## src/tps_pkg.sv

```systemverilog
// Shared constants, carriers and states of the thermal protection supervisor
package tps_pkg;

  // Register port geometry
  localparam int ADDR_W = 4;
  localparam int DATA_W = 16;

  // Register addresses
  localparam logic [ADDR_W-1:0] SUP_CTRL_ADDR   = 4'h0;
  localparam logic [ADDR_W-1:0] HS_CTRL_A_ADDR  = 4'h1;
  localparam logic [ADDR_W-1:0] HS_CTRL_B_ADDR  = 4'h2;
  localparam logic [ADDR_W-1:0] THERM_STAT_ADDR = 4'h3;
  localparam logic [ADDR_W-1:0] BUS_FAIL_ADDR   = 4'h4;
  localparam logic [ADDR_W-1:0] HS_OVL_ADDR     = 4'h5;
  localparam logic [ADDR_W-1:0] LIVE_ADDR       = 4'h6;

  // Supply control fields: two enable bits per auxiliary regulator
  localparam int AUX2_EN_LSB = 0;
  localparam int AUX3_EN_LSB = 2;
  localparam int EN_W        = 2;

  // High-side control: one field per switch, two switches per register
  localparam int HS_NUM     = 4;
  localparam int HS_FIELD_W = 8;

  // Thermal status bit positions
  localparam int ST_BLOCK = 0;
  localparam int ST_PW    = 1;
  localparam int ST_CHIP  = 2;
  localparam int ST_AUX2  = 3;
  localparam int ST_AUX3  = 4;
  localparam int ST_W     = 5;

  // Transceiver failure fields
  localparam int         CAN_FAIL_LSB = 0;
  localparam int         LIN_FAIL_LSB = 2;
  localparam int         FAIL_W       = 2;
  localparam logic [1:0] FAIL_OT      = 2'h1;
  localparam logic [1:0] FAIL_NONE    = 2'h0;

  // Reset values
  localparam logic [DATA_W-1:0] SUP_CTRL_RST  = 16'h0000;
  localparam logic [DATA_W-1:0] HS_CTRL_RST   = 16'h0000;
  localparam logic [ST_W-1:0]   THERM_RST     = 5'h00;
  localparam logic [3:0]        BUS_FAIL_RST  = 4'h0;
  localparam logic [HS_NUM-1:0] HS_OVL_RST    = 4'h0;

  // Timing
  localparam int unsigned CLK_HZ       = 20_000_000;
  localparam int unsigned COOL_DOWN_US = 1_000_000;
  localparam int unsigned RESTART_US   = 2_000;
  localparam int unsigned COOL_DOWN_CYC = COOL_DOWN_US * (CLK_HZ / 1_000_000);
  localparam int unsigned RESTART_CYC   = RESTART_US * (CLK_HZ / 1_000_000);

  // Comparator levels, one bit each
  typedef struct packed {
    logic              tsd_main;
    logic              pw_main;
    logic [HS_NUM-1:0] hs;
    logic              lin;
    logic              can;
    logic              aux3;
    logic              aux2;
  } tps_temp_t;

  localparam int TEMP_W = $bits(tps_temp_t);

  // Output stage enables
  typedef struct packed {
    logic              aux2_on;
    logic              aux3_on;
    logic              can_tx_en;
    logic              lin_tx_en;
    logic [HS_NUM-1:0] hs_en;
  } tps_stage_t;

  // Chip mode requests
  typedef struct packed {
    logic fail_safe;
    logic restart;
    logic normal;
  } tps_mode_t;

  typedef enum logic [1:0] {SEQ_RUN, SEQ_COOL, SEQ_RESTART} tps_seq_t;

endpackage

```

## src/tps_sync.sv

```systemverilog
// Three-stage synchroniser with agreement filter for one comparator level
`timescale 1ns/1ns
`default_nettype none
module tps_sync (
  input  wire logic clk,
  input  wire logic resetn,
  input  wire logic din,
  output logic      dout
);
  logic s1_r;
  logic s2_r;
  logic s3_r;
  logic out_r;

  // Shift chain; the first stage feeds only the second
  always_ff @(posedge clk) begin
    if (!resetn) begin
      s1_r <= 1'b0;
      s2_r <= 1'b0;
      s3_r <= 1'b0;
    end else begin
      s1_r <= din;
      s2_r <= s1_r;
      s3_r <= s2_r;
    end
  end

  // A change counts once the second and third stages agree
  always_ff @(posedge clk) begin
    if (!resetn) begin
      out_r <= 1'b0;
    end else if (s2_r == s3_r) begin
      out_r <= s3_r;
    end
  end

  assign dout = out_r;
endmodule
`default_nettype wire

```

## src/tps_top.sv

```systemverilog
// Thermal protection supervisor: stage shutdown, prewarning, chip shutdown sequence
// Contract
// - Tripped stage switches off independently, except the high-side switches, which go off together
// - Block flag set; clear only when cool
// - Block shutdown evaluated only while stage on
// - Aux two trip clears enables, sets status
// - Stand-alone aux three trip clears enables
// - Load-share aux three restarts when cool
// - CAN trip: transmitter off, field 01
// - LIN trip: transmitter off, field 01
// - Any high-side trip clears all switches
// - High-side status set; stay off until reconfigured
// - Diagnosis bits cleared only by software
// - Prewarning flag; clear only when cool
// - Prewarning evaluated only while main on
// - Chip trip enters fail-safe for cool-down
// - After cool-down: restart, then normal
// - Chip flag cleared only normal, cool
// - Chip shutdown evaluated only while main on
//
// Design decisions made here: the plain strobed port and the register offsets.
`timescale 1ns/1ns
`default_nettype none
module tps_top
  import tps_pkg::*;
#(
  parameter int unsigned COOL_CYCLES    = COOL_DOWN_CYC,
  parameter int unsigned RESTART_CYCLES = RESTART_CYC
) (
  input  wire logic              CLK,
  input  wire logic              RESETN,
  input  wire logic [ADDR_W-1:0] ADDR,
  input  wire logic [DATA_W-1:0] WDATA,
  input  wire logic              WR,
  input  wire logic              RD,
  output logic      [DATA_W-1:0] RDATA,
  input  wire tps_temp_t         TEMP_FLAGS,
  input  wire logic              MAIN_ON,
  input  wire logic              AUX3_LOAD_SHARE,
  input  wire logic              CAN_ON,
  input  wire logic              LIN_ON,
  input  wire logic              NORMAL_MODE,
  output tps_stage_t             STAGE_EN,
  output tps_mode_t              MODE_REQ
);

  logic [TEMP_W-1:0] temp_raw;
  logic [TEMP_W-1:0] temp_lvl;
  tps_temp_t         t;
  logic [DATA_W-1:0] sup_ctrl_r;
  logic [DATA_W-1:0] hs_a_r;
  logic [DATA_W-1:0] hs_b_r;
  logic [ST_W-1:0]   therm_r;
  logic [ST_W-1:0]   therm_nxt;
  logic [3:0]        bus_fail_r;
  logic [HS_NUM-1:0] hs_ovl_r;
  logic [HS_NUM-1:0] hs_on;
  logic [HS_NUM-1:0] ot_hs;
  logic              aux2_en;
  logic              aux3_en;
  logic              ot_aux2;
  logic              ot_aux3;
  logic              ot_can;
  logic              ot_lin;
  logic              ot_block;
  logic              hot_any;
  logic              pw_q;
  logic              tsd_q;
  logic              wr_sup;
  logic              wr_hsa;
  logic              wr_hsb;
  logic              wr_stat;
  logic              wr_fail;
  logic              wr_ovl;
  tps_stage_t        stage_r;
  tps_mode_t         mode_r;
  tps_seq_t          seq_r;
  tps_seq_t          seq_nxt;
  logic [31:0]       cnt_r;
  logic [31:0]       cnt_nxt;
  logic [DATA_W-1:0] rd_mux;
  logic [DATA_W-1:0] rdata_r;

  // Comparator inputs pass the synchroniser, one instance per bit
  assign temp_raw = TEMP_FLAGS;
  for (genvar i = 0; i < TEMP_W; i++) begin : g_sync
    tps_sync u_sync (
      .clk    (CLK),
      .resetn (RESETN),
      .din    (temp_raw[i]),
      .dout   (temp_lvl[i])
    );
  end
  assign t = tps_temp_t'(temp_lvl);

  // A high-side switch counts as on while its control field is nonzero
  for (genvar i = 0; i < HS_NUM; i++) begin : g_hs_on
    if (i < 2) begin : g_a
      assign hs_on[i] = |hs_a_r[i*HS_FIELD_W +: HS_FIELD_W];
    end else begin : g_b
      assign hs_on[i] = |hs_b_r[(i-2)*HS_FIELD_W +: HS_FIELD_W];
    end
  end

  // Qualified trips: a block is only watched while it is switched on
  assign aux2_en  = |sup_ctrl_r[AUX2_EN_LSB +: EN_W];
  assign aux3_en  = |sup_ctrl_r[AUX3_EN_LSB +: EN_W];
  assign ot_aux2  = t.aux2 & aux2_en;
  assign ot_aux3  = t.aux3 & aux3_en;
  assign ot_can   = t.can & CAN_ON;
  assign ot_lin   = t.lin & LIN_ON;
  assign ot_hs    = t.hs & hs_on;
  assign ot_block = ot_aux2 | ot_aux3 | ot_can | ot_lin | (|ot_hs);
  assign hot_any  = t.aux2 | t.aux3 | t.can | t.lin | (|t.hs);
  assign pw_q     = t.pw_main & MAIN_ON;
  assign tsd_q    = t.tsd_main & MAIN_ON;

  // Write decode
  assign wr_sup  = WR && (ADDR == SUP_CTRL_ADDR);
  assign wr_hsa  = WR && (ADDR == HS_CTRL_A_ADDR);
  assign wr_hsb  = WR && (ADDR == HS_CTRL_B_ADDR);
  assign wr_stat = WR && (ADDR == THERM_STAT_ADDR);
  assign wr_fail = WR && (ADDR == BUS_FAIL_ADDR);
  assign wr_ovl  = WR && (ADDR == HS_OVL_ADDR);

  // Supply enables; an aux two or stand-alone aux three trip overrides a write in the same cycle
  always_ff @(posedge CLK) begin
    if (!RESETN) begin
      sup_ctrl_r <= SUP_CTRL_RST;
    end else begin
      if (wr_sup) begin
        sup_ctrl_r <= {12'h000, WDATA[3:0]};
      end
      if (ot_aux2) begin
        sup_ctrl_r[AUX2_EN_LSB +: EN_W] <= 2'h0;
      end
      if (ot_aux3 && !AUX3_LOAD_SHARE) begin
        sup_ctrl_r[AUX3_EN_LSB +: EN_W] <= 2'h0;
      end
    end
  end

  // High-side controls; any high-side trip wipes both registers
  always_ff @(posedge CLK) begin
    if (!RESETN) begin
      hs_a_r <= HS_CTRL_RST;
      hs_b_r <= HS_CTRL_RST;
    end else if (|ot_hs) begin
      hs_a_r <= HS_CTRL_RST;
      hs_b_r <= HS_CTRL_RST;
    end else begin
      if (wr_hsa) begin
        hs_a_r <= WDATA;
      end
      if (wr_hsb) begin
        hs_b_r <= WDATA;
      end
    end
  end

  // Sticky thermal status: set wins, a write of one clears only when cool
  always_comb begin
    therm_nxt = therm_r;
    if (wr_stat && WDATA[ST_BLOCK] && !hot_any) therm_nxt[ST_BLOCK] = 1'b0;
    if (wr_stat && WDATA[ST_PW] && !t.pw_main) therm_nxt[ST_PW] = 1'b0;
    if (wr_stat && WDATA[ST_CHIP] && NORMAL_MODE && !t.tsd_main) begin
      therm_nxt[ST_CHIP] = 1'b0;
    end
    if (wr_stat && WDATA[ST_AUX2] && !t.aux2) therm_nxt[ST_AUX2] = 1'b0;
    if (wr_stat && WDATA[ST_AUX3] && !t.aux3) therm_nxt[ST_AUX3] = 1'b0;
    if (ot_block) therm_nxt[ST_BLOCK] = 1'b1;
    if (pw_q) therm_nxt[ST_PW] = 1'b1;
    if (tsd_q) therm_nxt[ST_CHIP] = 1'b1;
    if (ot_aux2) therm_nxt[ST_AUX2] = 1'b1;
    if (ot_aux3) therm_nxt[ST_AUX3] = 1'b1;
  end

  // Thermal status register
  always_ff @(posedge CLK) begin
    if (!RESETN) begin
      therm_r <= THERM_RST;
    end else begin
      therm_r <= therm_nxt;
    end
  end

  // Transceiver failure fields
  always_ff @(posedge CLK) begin
    if (!RESETN) begin
      bus_fail_r <= BUS_FAIL_RST;
    end else begin
      if (ot_can) begin
        bus_fail_r[CAN_FAIL_LSB +: FAIL_W] <= FAIL_OT;
      end else if (wr_fail && (|WDATA[CAN_FAIL_LSB +: FAIL_W]) && !t.can) begin
        bus_fail_r[CAN_FAIL_LSB +: FAIL_W] <= FAIL_NONE;
      end
      if (ot_lin) begin
        bus_fail_r[LIN_FAIL_LSB +: FAIL_W] <= FAIL_OT;
      end else if (wr_fail && (|WDATA[LIN_FAIL_LSB +: FAIL_W]) && !t.lin) begin
        bus_fail_r[LIN_FAIL_LSB +: FAIL_W] <= FAIL_NONE;
      end
    end
  end

  // High-side overload status, one sticky bit per switch
  always_ff @(posedge CLK) begin
    if (!RESETN) begin
      hs_ovl_r <= HS_OVL_RST;
    end else begin
      hs_ovl_r <= ot_hs | (hs_ovl_r & ~(wr_ovl ? (WDATA[HS_NUM-1:0] & ~t.hs) : 4'h0));
    end
  end

  // Stage enables, each stage gated only by its own trip; the high-side switches by any high-side trip
  always_ff @(posedge CLK) begin
    if (!RESETN) begin
      stage_r <= '0;
    end else begin
      stage_r.aux2_on   <= aux2_en & ~ot_aux2;
      stage_r.aux3_on   <= aux3_en & ~ot_aux3;
      stage_r.can_tx_en <= CAN_ON & ~t.can;
      stage_r.lin_tx_en <= LIN_ON & ~t.lin;
      stage_r.hs_en     <= (|ot_hs) ? 4'h0 : hs_on;
    end
  end

  // Chip shutdown sequencer: run, cool-down in fail-safe, restart, run
  always_comb begin
    seq_nxt = seq_r;
    cnt_nxt = cnt_r + 32'h1;
    unique case (seq_r)
      SEQ_RUN: begin
        cnt_nxt = 32'h0;
        if (tsd_q) seq_nxt = SEQ_COOL;
      end
      SEQ_COOL: begin
        if (cnt_r >= 32'(COOL_CYCLES - 1)) begin
          seq_nxt = SEQ_RESTART;
          cnt_nxt = 32'h0;
        end
      end
      SEQ_RESTART: begin
        if (tsd_q) begin
          seq_nxt = SEQ_COOL;
          cnt_nxt = 32'h0;
        end else if (cnt_r >= 32'(RESTART_CYCLES - 1)) begin
          seq_nxt = SEQ_RUN;
          cnt_nxt = 32'h0;
        end
      end
      default: begin
        seq_nxt = SEQ_RUN;
        cnt_nxt = 32'h0;
      end
    endcase
  end

  // Sequencer state, counter and registered mode requests
  always_ff @(posedge CLK) begin
    if (!RESETN) begin
      seq_r  <= SEQ_RUN;
      cnt_r  <= 32'h0;
      mode_r <= 3'b001;
    end else begin
      seq_r            <= seq_nxt;
      cnt_r            <= cnt_nxt;
      mode_r.fail_safe <= (seq_nxt == SEQ_COOL);
      mode_r.restart   <= (seq_nxt == SEQ_RESTART);
      mode_r.normal    <= (seq_nxt == SEQ_RUN);
    end
  end

  // Read multiplexer; unmapped addresses read zero
  always_comb begin
    case (ADDR)
      SUP_CTRL_ADDR:   rd_mux = sup_ctrl_r;
      HS_CTRL_A_ADDR:  rd_mux = hs_a_r;
      HS_CTRL_B_ADDR:  rd_mux = hs_b_r;
      THERM_STAT_ADDR: rd_mux = {11'h000, therm_r};
      BUS_FAIL_ADDR:   rd_mux = {12'h000, bus_fail_r};
      HS_OVL_ADDR:     rd_mux = {12'h000, hs_ovl_r};
      LIVE_ADDR:       rd_mux = {4'h0, seq_r, temp_lvl};
      default:         rd_mux = 16'h0000;
    endcase
  end

  // Read data stand only in the cycle after the strobe
  always_ff @(posedge CLK) begin
    if (!RESETN) begin
      rdata_r <= 16'h0000;
    end else begin
      rdata_r <= RD ? rd_mux : 16'h0000;
    end
  end

  assign RDATA    = rdata_r;
  assign STAGE_EN = stage_r;
  assign MODE_REQ = mode_r;
endmodule
`default_nettype wire

```

## config.mk

```make
export PLATFORM = sky130hd
export DESIGN_NAME = tps_top
export DESIGN_NICKNAME = d
export VERILOG_FILES = /design/src/tps_pkg.sv /design/src/tps_sync.sv /design/src/tps_top.sv
export SDC_FILE = /design/constraint.sdc
export NUM_CORES = 1
export LEC_CHECK = 0
export BUFFER_PORTS_ARGS = -buffer_cell sky130_fd_sc_hd__clkbuf_2
export CORE_MARGIN = 2
export CORE_UTILIZATION = 62
export DETAILED_ROUTE_END_ITERATION = 10
export PLACE_DENSITY = 0.94
export SLEW_MARGIN = 20
export SYNTH_ARGS = -nofsm -noshare
export SYNTH_HDL_FRONTEND = slang
export SYNTH_HIERARCHICAL = 1
export SYNTH_SLANG_ARGS = --single-unit
```

## constraint.sdc

```tcl
create_clock -name CLK -period 3.95 [get_ports CLK]
set_input_delay 0.395 -clock CLK [delete_from_list [all_inputs] [get_ports CLK]]
set_output_delay 0.395 -clock CLK [all_outputs]
set_load 0.01 [all_outputs]
```

Word level (Yosys, flattened, before mapping)
Cells that the tools add are included.
{"block": "totals", "reg_bits": 148, "latchBits": 0, "mem_bits_rw": 0, "rom_bits": 0, "inputBits": 39, "output_inout_bits": 27, "elab_cells": 194, "n_memories": 0}
{"block": "classes", "n_addsub": 1, "multipliers": 0, "div": 0, "magnitude_cmp": 2, "n_eq_ne": 20, "shifts": 0, "n_mux": 25, "bitwise": 29, "n_reduce_logical": 54}
{"cell": "$pmux W16 S7", "n": 1}
{"cell": "$mux W32", "n": 3}
{"cell": "$pmux W32 S2", "n": 1}
{"cell": "$add A32 B1 Y32 const B", "n": 1}
{"cell": "$ge A32 B16 Y1 const B", "n": 1}
{"cell": "$ge A32 B25 Y1 const B", "n": 1}
{"cell": "$reduce_or A8 Y1", "n": 4}
{"cell": "$logic_and A1 B1 Y1", "n": 22}
{"cell": "$mux W1", "n": 14}
{"cell": "$reduce_bool A2 Y1", "n": 7}
{"cell": "$and A4 B4 Y4", "n": 3}
{"cell": "$eq A4 B3 Y1 const B", "n": 3}
{"cell": "$reduce_or A2 Y1", "n": 6}
{"cell": "$and A1 B1 Y1", "n": 10}
{"cell": "$eq A1 B1 Y1", "n": 10}
{"cell": "$eq A4 B2 Y1 const B", "n": 2}
{"cell": "$logic_not A1 Y1", "n": 8}
{"cell": "$mux W2", "n": 4}
{"cell": "$not A4 Y4", "n": 2}
{"cell": "$or A1 B1 Y1", "n": 8}
{"cell": "$reduce_or A4 Y1", "n": 2}
{"cell": "$pmux W2 S3", "n": 1}
{"cell": "$not A1 Y1", "n": 5}
{"cell": "$reduce_or A5 Y1", "n": 1}
{"cell": "8 further kinds", "n": 11}

Longest topological paths before layout
Gate-level depths: netlist of the first run.
{"block": "depth", "depth_word": 8, "depth_mapped": 8, "ltp_nobuf": 7}

Modules after synthesis
The synthesis of the first run kept the hierarchy.
{"module": "tps_top", "n_inst": 1, "cells_per_inst": 537, "area_per_inst_um2": 4478.0, "seq_area_each_um2": 2162.1}
{"module": "tps_sync", "n_inst": 10, "cells_per_inst": 10, "area_per_inst_um2": 116.4, "seq_area_each_um2": 80.1}

Worst setup path before layout of the first run
No wires, ideal clock.
{"block": "synth_timing", "kind": "register to register", "from": "reg cnt_r[2]", "to": "reg cnt_r[18]", "setup_time_ns": 0.116, "t_arrival_ns": 1.688, "slack_ns": 2.146, "path_stages_with_launch": 7, "path_buffers": 0, "synth_period_minus_slack_ns": 1.804, "cell_sequence": "dfxtp_1 -> and4_1 -> nand4_1 -> a211oi_1 -> nor3b_2 -> o211ai_2 -> and2b_2"}
{"block": "synth_via", "elab_chain_len": 4, "word_cells_on_any_way": 7, "classes_between": "add/sub: 1; order compare: 2; mux: 4"}
{"item": "start: declaration", "line_no": "tps_top.sv:79", "rtl": "logic [31:0] cnt_r;"}
{"item": "start signal: assignment", "line_no": "tps_top.sv:266", "rtl": "cnt_r <= cnt_nxt;"}
{"item": "$add A32 B1 Y32 or $ge A32 B16 Y1 (tied branches)", "line_no": "tps_top.sv:230, tps_top.sv:246"}
{"item": "$mux W32", "line_no": "tps_top.sv:246", "rtl": "end else if (cnt_r >= 32'(RESTART_CYCLES - 1)) begin"}
{"item": "$mux W32", "line_no": "tps_top.sv:243", "rtl": "if (tsd_q) begin"}
{"item": "$pmux W32 S2 *", "line_no": "tps_top.sv:231", "rtl": "unique case (seq_r)"}
Every way passes the cells marked *; elsewhere a longest branch is shown, timed or not.
A chain may end at the register's enable or synchronous reset.

Final worst setup path of the first run
{"block": "layout_timing", "from": "reg cnt_r[0]", "to": "reg cnt_r[18]"}
The elaborated chain is that of the path after synthesis.

==> flow_metrics.tcl, run 1 <==
set metrics [dict create \
    endpoint_kind "register" \
    synthCells 637 \
    routedWlPerCell_um 17.2 \
    track_usage_pct 29.3 \
    cts_setup_buffers 0 \
    layout.nets 748 \
    cts_resized 0 \
    yosysWarnings 6 \
    p_leak_uw 0.00253 \
    worst-path-buf-inv 0 \
    cap_violations 0 \
    gr-total-overflow 0 \
    timing.final.ws_setup_ns 1.31 \
    min_path_cells 2 \
    drt_wl_total_um 14200 \
    rsz0062_at_grt "no" \
    cts_tree "built" \
    r2r-start "cnt_r[0]$_SDFF_PN0_" \
    dieHeight_um 99.4 \
    cts_buffers 17 \
    via_per_inst 6.17 \
    worst-path-stages 6 \
    cts-root-buf "clkbuf_8" \
    ant_nets 0 \
    synth_ff_type "dfxtp_1" \
    crit_arrival_ns 3.07 \
    fin_skew_ns 0.00901 \
    synth_edf_count 0 \
    syn_area_sq_um 5640 \
    max_freq_ghz 0.379 \
    fin_crit_ns 2.64 \
    syn_avg_cell_area_sq_um 8.86 \
    finalCritPeriodShare_pct 66.9 \
    worstHoldEndpoint "g_sync[2].u_sync/s1_r$_SDFF_PN0_" \
    clockBufferDepth 2 \
    htreeDepth 4 \
    tns_ns 0 \
    drt_iter0_drc 635 \
    tightest_slew_ns 0.999 \
    synth.most_common_cell "dfxtp_1" \
    outcome "completed" \
    portBuffers 65 \
    reg2reg_to "cnt_r[18]$_SDFF_PN0_" \
    synth-seq-cells 148 \
    powerDensity_nw_per_um2 485 \
    synth_cell_types 52 \
    whs_ns 0.0647 \
    drc 0 \
    path_cells "ha_1 -> nand4_1 -> a211oi_1 -> nor3b_2 -> o211ai_2 -> and2b_2" \
    clock_sinks 148 \
    clk_pin_slew_ns 0.06 \
    dieArea_sq_um 9880 \
    num_antenna_cells 0 \
    setup-violations-final 0 \
    initial_core_util_pct 64.4 \
    ys_seq_area_share_pct 52.5 \
    preCtsSetupSlack_ns 1.34 \
    gp_congestion 0.957 \
    slew_headroom_pct 33.2 \
    area_delta_synth_final_pct 17.0 \
    drt_first_pass_iters 5 \
    die_w_um 99.4 \
    antenna_found_initial 0 \
    drive_gt1_share_pct 16.3 \
    crit_family "compound AO/OA/AOI/OAI gates" \
    worst-r2r-setup-slack_ns 1.31 \
    insertion_delay_ns 0.53 \
    ys_top_cells_by_count "dfxtp_1, nand2_1, a21oi_1, nor2_1, and2_1" \
    final-hold-violation-count 0 \
    synth_top_area_share_pct 52.5 \
    startpoint_type "register" \
    ctsHoldBuffers 0 \
    grt_max_degree 39 \
    yosysTopAreaCell "dfxtp_1" \
    holdCritStartpoint "TEMP_FLAGS[2]" \
    worstRegToRegCells 6 \
    grt_pass1_wl_um 23100 \
    grt_pass1_vias 4874 \
    synthTopCellsByArea "dfxtp_1, nand2_1, a21oi_1" \
    crit_slowest_cell "o211ai_2" \
    postSynth.asyncResetShare_pct 0 \
    fill_cells 547 \
    ioPinCount 66 \
    placed_cell_area_sq_um 6020 \
    slew_viol_final 0 \
    postLayoutCellArea_sq_um 6600 \
    hpwl_um 8820 \
    required_ns 4.37 \
    hold_class "primary input to register" \
    peakVddDrop_uv 291 \
    cp_slowest_stage_delay_ns 0.82 \
    core_area_sq_um 8760 \
    critPathMaxFanout 25 \
    path_class "register to register" \
    totalPowerFinal_uw 3200 \
    vias 5091 \
    num_rows 34 \
]
[through the flow]
stage | util (%) | instances
3_5_place_dp | 68.7 | 793
4_1_cts | 75.3 | 825
5_1_grt | 75.3 | 825
6_report | 75.3 | 825
2_1_floorplan | - | 643
3_3_place_gp | 68.7 | 793
[logic make-up after synthesis]
group / Yosys count / synth area share (%)
AND/OR/NAND/NOR: 287 / 24.3
flip-flops: 148 / 52.5
AO/OA/AOI/OAI: 131 / 14.3
buffers and inverters: 34 / 2.71
XOR/XNOR: 23 / 3.57
multiplexers: 8 / 1.46
adder cells (fa/ha/maj): 5 / 1.11
other: 1 / 0.0665
[placed cells by master (no fill, tap or decap), drive strengths merged, types with 4 or more instances in the layout]
cell type  synthesis  final
a211oi             4      4
a21boi            10     10
a21oi             57     57
a221oi             5      5
a22oi             14     14
and2              33     33
and3              12     12
clkbuf            21     84
clkinv             0      6
conb               1      7
dfxtp            148    148
ha                 5      5
inv                8     12
mux2i              6      6
nand2            113    113
nand2b             9      9
nand3             17     17
nand4              7      7
nor2              54     54
nor2b              5      5
nor3              16     16
nor4              13     13
o21ai             23     23
xnor2              9      9
xor2              14     14
[worst max-delay path by stage]
stage | from | to | slack (ns)
6_report | cnt_r[0]$_SDFF_PN0_ | cnt_r[18]$_SDFF_PN0_ | 1.31
5_1_grt | cnt_r[0]$_SDFF_PN0_ | cnt_r[18]$_SDFF_PN0_ | 1.18
4_1_cts | cnt_r[0]$_SDFF_PN0_ | cnt_r[18]$_SDFF_PN0_ | 1.33
3_5_place_dp | cnt_r[18]$_SDFF_PN0_ | cnt_r[18]$_SDFF_PN0_ | 1.34
3_3_place_gp | cnt_r[0]$_SDFF_PN0_ | cnt_r[18]$_SDFF_PN0_ | 1.55
2_1_floorplan | cnt_r[2]$_SDFF_PN0_ | cnt_r[18]$_SDFF_PN0_ | 2.15
[state kept, by name (all words and copies together) (netlist names)]
register,flops
RDATA,16
g_sync.u_sync/s1_r,10
seq_r,2
hs_ovl_r,4
g_sync.u_sync/s2_r,10
MODE_REQ,3
bus_fail_r,2
cnt_r,32
therm_r,5
hs_b_r,16
hs_a_r,16
g_sync.u_sync/s3_r,10
g_sync.u_sync/dout,10
sup_ctrl_r,4
STAGE_EN,8
[layer usage]
metal	vias to the layer above	GRT usage [%]	part of all wire (%)
met1	2344	35.4	38
met3	84	7.94	8.9
met2	330	48.8	49
met4	0	13.8	4.0
li1	2333	-	-
met5	-	0	0
[power breakdown]
part / total, uW / internal [uW] / switching (uW)
Clock: 1560 / 910 / 645
Combinational: 114 / 40.8 / 73.4
Sequential: 1530 / 1520 / 12.3
[cell type report]
cell class                      instances  area (sq um)  share of cell area (%)
Clock buffer                           19           422                    6.39
Clock inverter                         13           150                    2.28
Inverter                                8          30.0                   0.455
Multi-Input combinational cell        461          2550                    38.7
Sequential cell                       148          2960                    44.9
Tap cell                              108           135                    2.05
Timing Repair Buffer                   68           348                    5.27
Note: power is estimated with default switching activity, not from simulation.
==> run 2: changes to the inputs <==
--- a/config.mk
+++ b/config.mk
@@ -5,11 +5,12 @@
 export SDC_FILE = /design/constraint.sdc
 export NUM_CORES = 1
 export LEC_CHECK = 0
+export ABC_AREA = 1
 export BUFFER_PORTS_ARGS = -buffer_cell sky130_fd_sc_hd__clkbuf_2
 export CORE_MARGIN = 2
-export CORE_UTILIZATION = 62
+export CORE_UTILIZATION = 52
 export DETAILED_ROUTE_END_ITERATION = 10
-export PLACE_DENSITY = 0.94
+export PLACE_DENSITY = 0.85
 export SLEW_MARGIN = 20
 export SYNTH_ARGS = -nofsm -noshare
 export SYNTH_HDL_FRONTEND = slang
==> constraint.sdc (replaced) <==
create_clock -name CLK -period 2.28 [get_ports CLK]
set_input_delay 0.228 -clock CLK [delete_from_list [all_inputs] [get_ports CLK]]
set_output_delay 0.228 -clock CLK [all_outputs]
set_load 0.01 [all_outputs]
==> run 2 against run 1 <==
Against the previous run: cell count increased by 28%; sequential power up 73%; routed wire length rose by 1.6%; highest routed layer unchanged.
==> flow_metrics.tcl, run 2 <==
set metrics [dict create \
    drive_gt1_share_pct 14.0 \
    tns_ns 0 \
    synthTopCellsByArea "dfxtp_1, nand2_1, inv_1" \
    crit_slowest_cell "o21ai_0" \
    cts_resized 0 \
    mostFrequentLayoutCells "nand2_1, dfxtp_1, inv_1" \
    syn_area_sq_um 6040 \
    fin_crit_ns 1.94 \
    htreeDepth 4 \
    peakVddDrop_uv 594 \
    grt_pass1_wl_um 23100 \
    grt_max_degree 26 \
    cts_tree "built" \
    drt_first_pass_iters 5 \
    via_per_inst 5.16 \
    area_delta_synth_final_pct 20.7 \
    dieHeight_um 112 \
    cap_violations 0 \
    preCtsSetupSlack_ns 0.378 \
    cts_buffers 17 \
    clockBufferDepth 2 \
    gr-total-overflow 0 \
    slew_headroom_pct 58.9 \
    totalPowerFinal_uw 5890 \
    portBuffers 65 \
    endpoint_kind "register" \
    drt_iter0_drc 503 \
    r2r-start "hs_b_r[1]$_SDFFE_PP0P_" \
    initial_core_util_pct 53.1 \
    critPathMaxFanout 12 \
    drc 0 \
    wl_met1_um 6740 \
    synth_ff_type "dfxtp_1" \
    drt_wl_total_um 14400 \
    holdCritStartpoint "CAN_ON" \
    hpwl_um 10200 \
    worst-path-buf-inv 1 \
    outcome "completed" \
    tightest_slew_ns 0.615 \
    crit_top_cell "nor2_1" \
    finalCritPeriodShare_pct 85.1 \
    insertion_delay_ns 0.42 \
    routed.top_layer "met4" \
    final-hold-violation-count 0 \
    path_cells "nor2_1 -> nand2_1 -> o21ai_0 -> nand4_2 -> buf_4 -> nor2_1" \
    antenna_found_initial 0 \
    dieArea_sq_um 12500 \
    max_freq_ghz 0.515 \
    routedWlPerCell_um 13.6 \
    largest_reg_flops 32 \
    cts-root-buf "clkbuf_16" \
    gp_congestion 0.920 \
    crit_arrival_ns 2.28 \
    hold_class "primary input to register" \
    synth_cell_types 41 \
    setup-violations-final 0 \
    core_area_sq_um 11400 \
    ant_nets 0 \
    path_class "register to register" \
    num_antenna_cells 0 \
    die_w_um 112 \
    startpoint_type "register" \
    yosysWarnings 6 \
    rsz0062_at_grt "no" \
    clk_pin_slew_ns 0.06 \
    timing.final.ws_setup_ns 0.339 \
    powerDensity_nw_per_um2 809 \
    yosysTopAreaCell "dfxtp_1" \
    wl_met3_um 975 \
    slew_viol_final 0 \
    ioPinCount 66 \
    utilization_pct 64.1 \
    required_ns 2.62 \
    syn_avg_cell_area_sq_um 7.41 \
    crit_family "simple AND/OR/NAND/NOR gates" \
    cp_slowest_stage_delay_ns 0.40 \
    synth_top_area_share_pct 49.1 \
    fin_skew_ns 0.0101 \
    wl_met2_um 6410 \
    top_register "cnt_r" \
    p_leak_uw 0.00322 \
    synthCells 814 \
    startpoint "hs_b_r[1]$_SDFFE_PP0P_" \
    grt_pass1_vias 4958 \
    cts_setup_buffers 0 \
    synth_edf_count 0 \
    vias 5467 \
    ys_top_cells_by_count "nand2_1, dfxtp_1, inv_1, nor2_1, nand3_1" \
    ys_seq_area_share_pct 49.1 \
    synth.most_common_cell "nand2_1" \
    num_rows 39 \
    track_usage_pct 23.1 \
    clock_sinks 148 \
    postSynth.asyncResetShare_pct 0 \
    layout.nets 948 \
    final_common_cell "nand2_1" \
    synth-seq-cells 148 \
]
## run 2: layout make-up
| type | count | area (sq um) |
|---|---|---|
| Timing Repair Buffer | 84 | 493 |
| Sequential cell | 148 | 2960 |
| Inverter | 113 | 424 |
| Clock inverter | 11 | 173 |
| Fill cell | 962 | 4090 |
| Clock buffer | 21 | 480 |
| Multi-Input combinational cell | 540 | 2570 |
| Tap cell | 143 | 179 |
## run 2: logic make-up (layout without fill, tap and decap cells)
group / after synthesis / after routing / share of synthesized area (%)
AND/OR/NAND/NOR: 397 / 397 / 28.1
flip-flops: 148 / 148 / 49.1
buffers and inverters: 132 / 229 / 8.69
AO/OA/AOI/OAI: 113 / 113 / 10.4
XOR/XNOR: 18 / 18 / 2.61
adder cells (fa/ha/maj): 5 / 5 / 1.04
other: 1 / 7 / 0.0621
## run 2: power breakdown
part	internal [uW]	switching (uW)	leakage (uW)
clock network	1950	1060	0.000320
logic	80.5	147	0.00170
registers	2630	20.2	0.00120
total	4660	1230	0.00322
## run 2: tightest hold or removal path: stages
cell	delay (ns)
clkbuf_2	0.09
nand2_1	0.05
nor2_1	0.03
## run 2: worst paths after layout
path	cells after the start	to	slack, ns
worst min-delay path	3	STAGE_EN[5]$_SDFF_PN0_	0.02
worst max-delay path	6	STAGE_EN[0]$_SDFF_PP0_	0.34
worst max register to register	6	STAGE_EN[0]$_SDFF_PP0_	0.34
worst min register to register	2	g_sync[0].u_sync/s2_r$_SDFF_PN0_	0.41
## run 2: what timing repair did
action | in CTS | in global routing
endpoints found under the setup margin | 0 | 0
hold buffers | 10 | 0
endpoints found under the hold margin | 10 | 0
## run 2: through the flow
stage | hold WS, ns | cell area (sq um) | cells
floorplan | 0.321 | 6060 | 820
global placement | 0.389 | 6530 | 1018
detailed placement | 0.397 | 6530 | 1018
CTS | 0.00309 | 7280 | 1060
global route | 0.0249 | 7280 | 1060
finish | 0.0194 | 7280 | 1060
## run 2: layer usage
metal / track usage [%] / vias up
li1: - / 2772
met1: 30.4 / 2441
met2: 36.1 / 226
met3: 6.21 / 28
met4: 9.71 / 0
met5: 0 / -
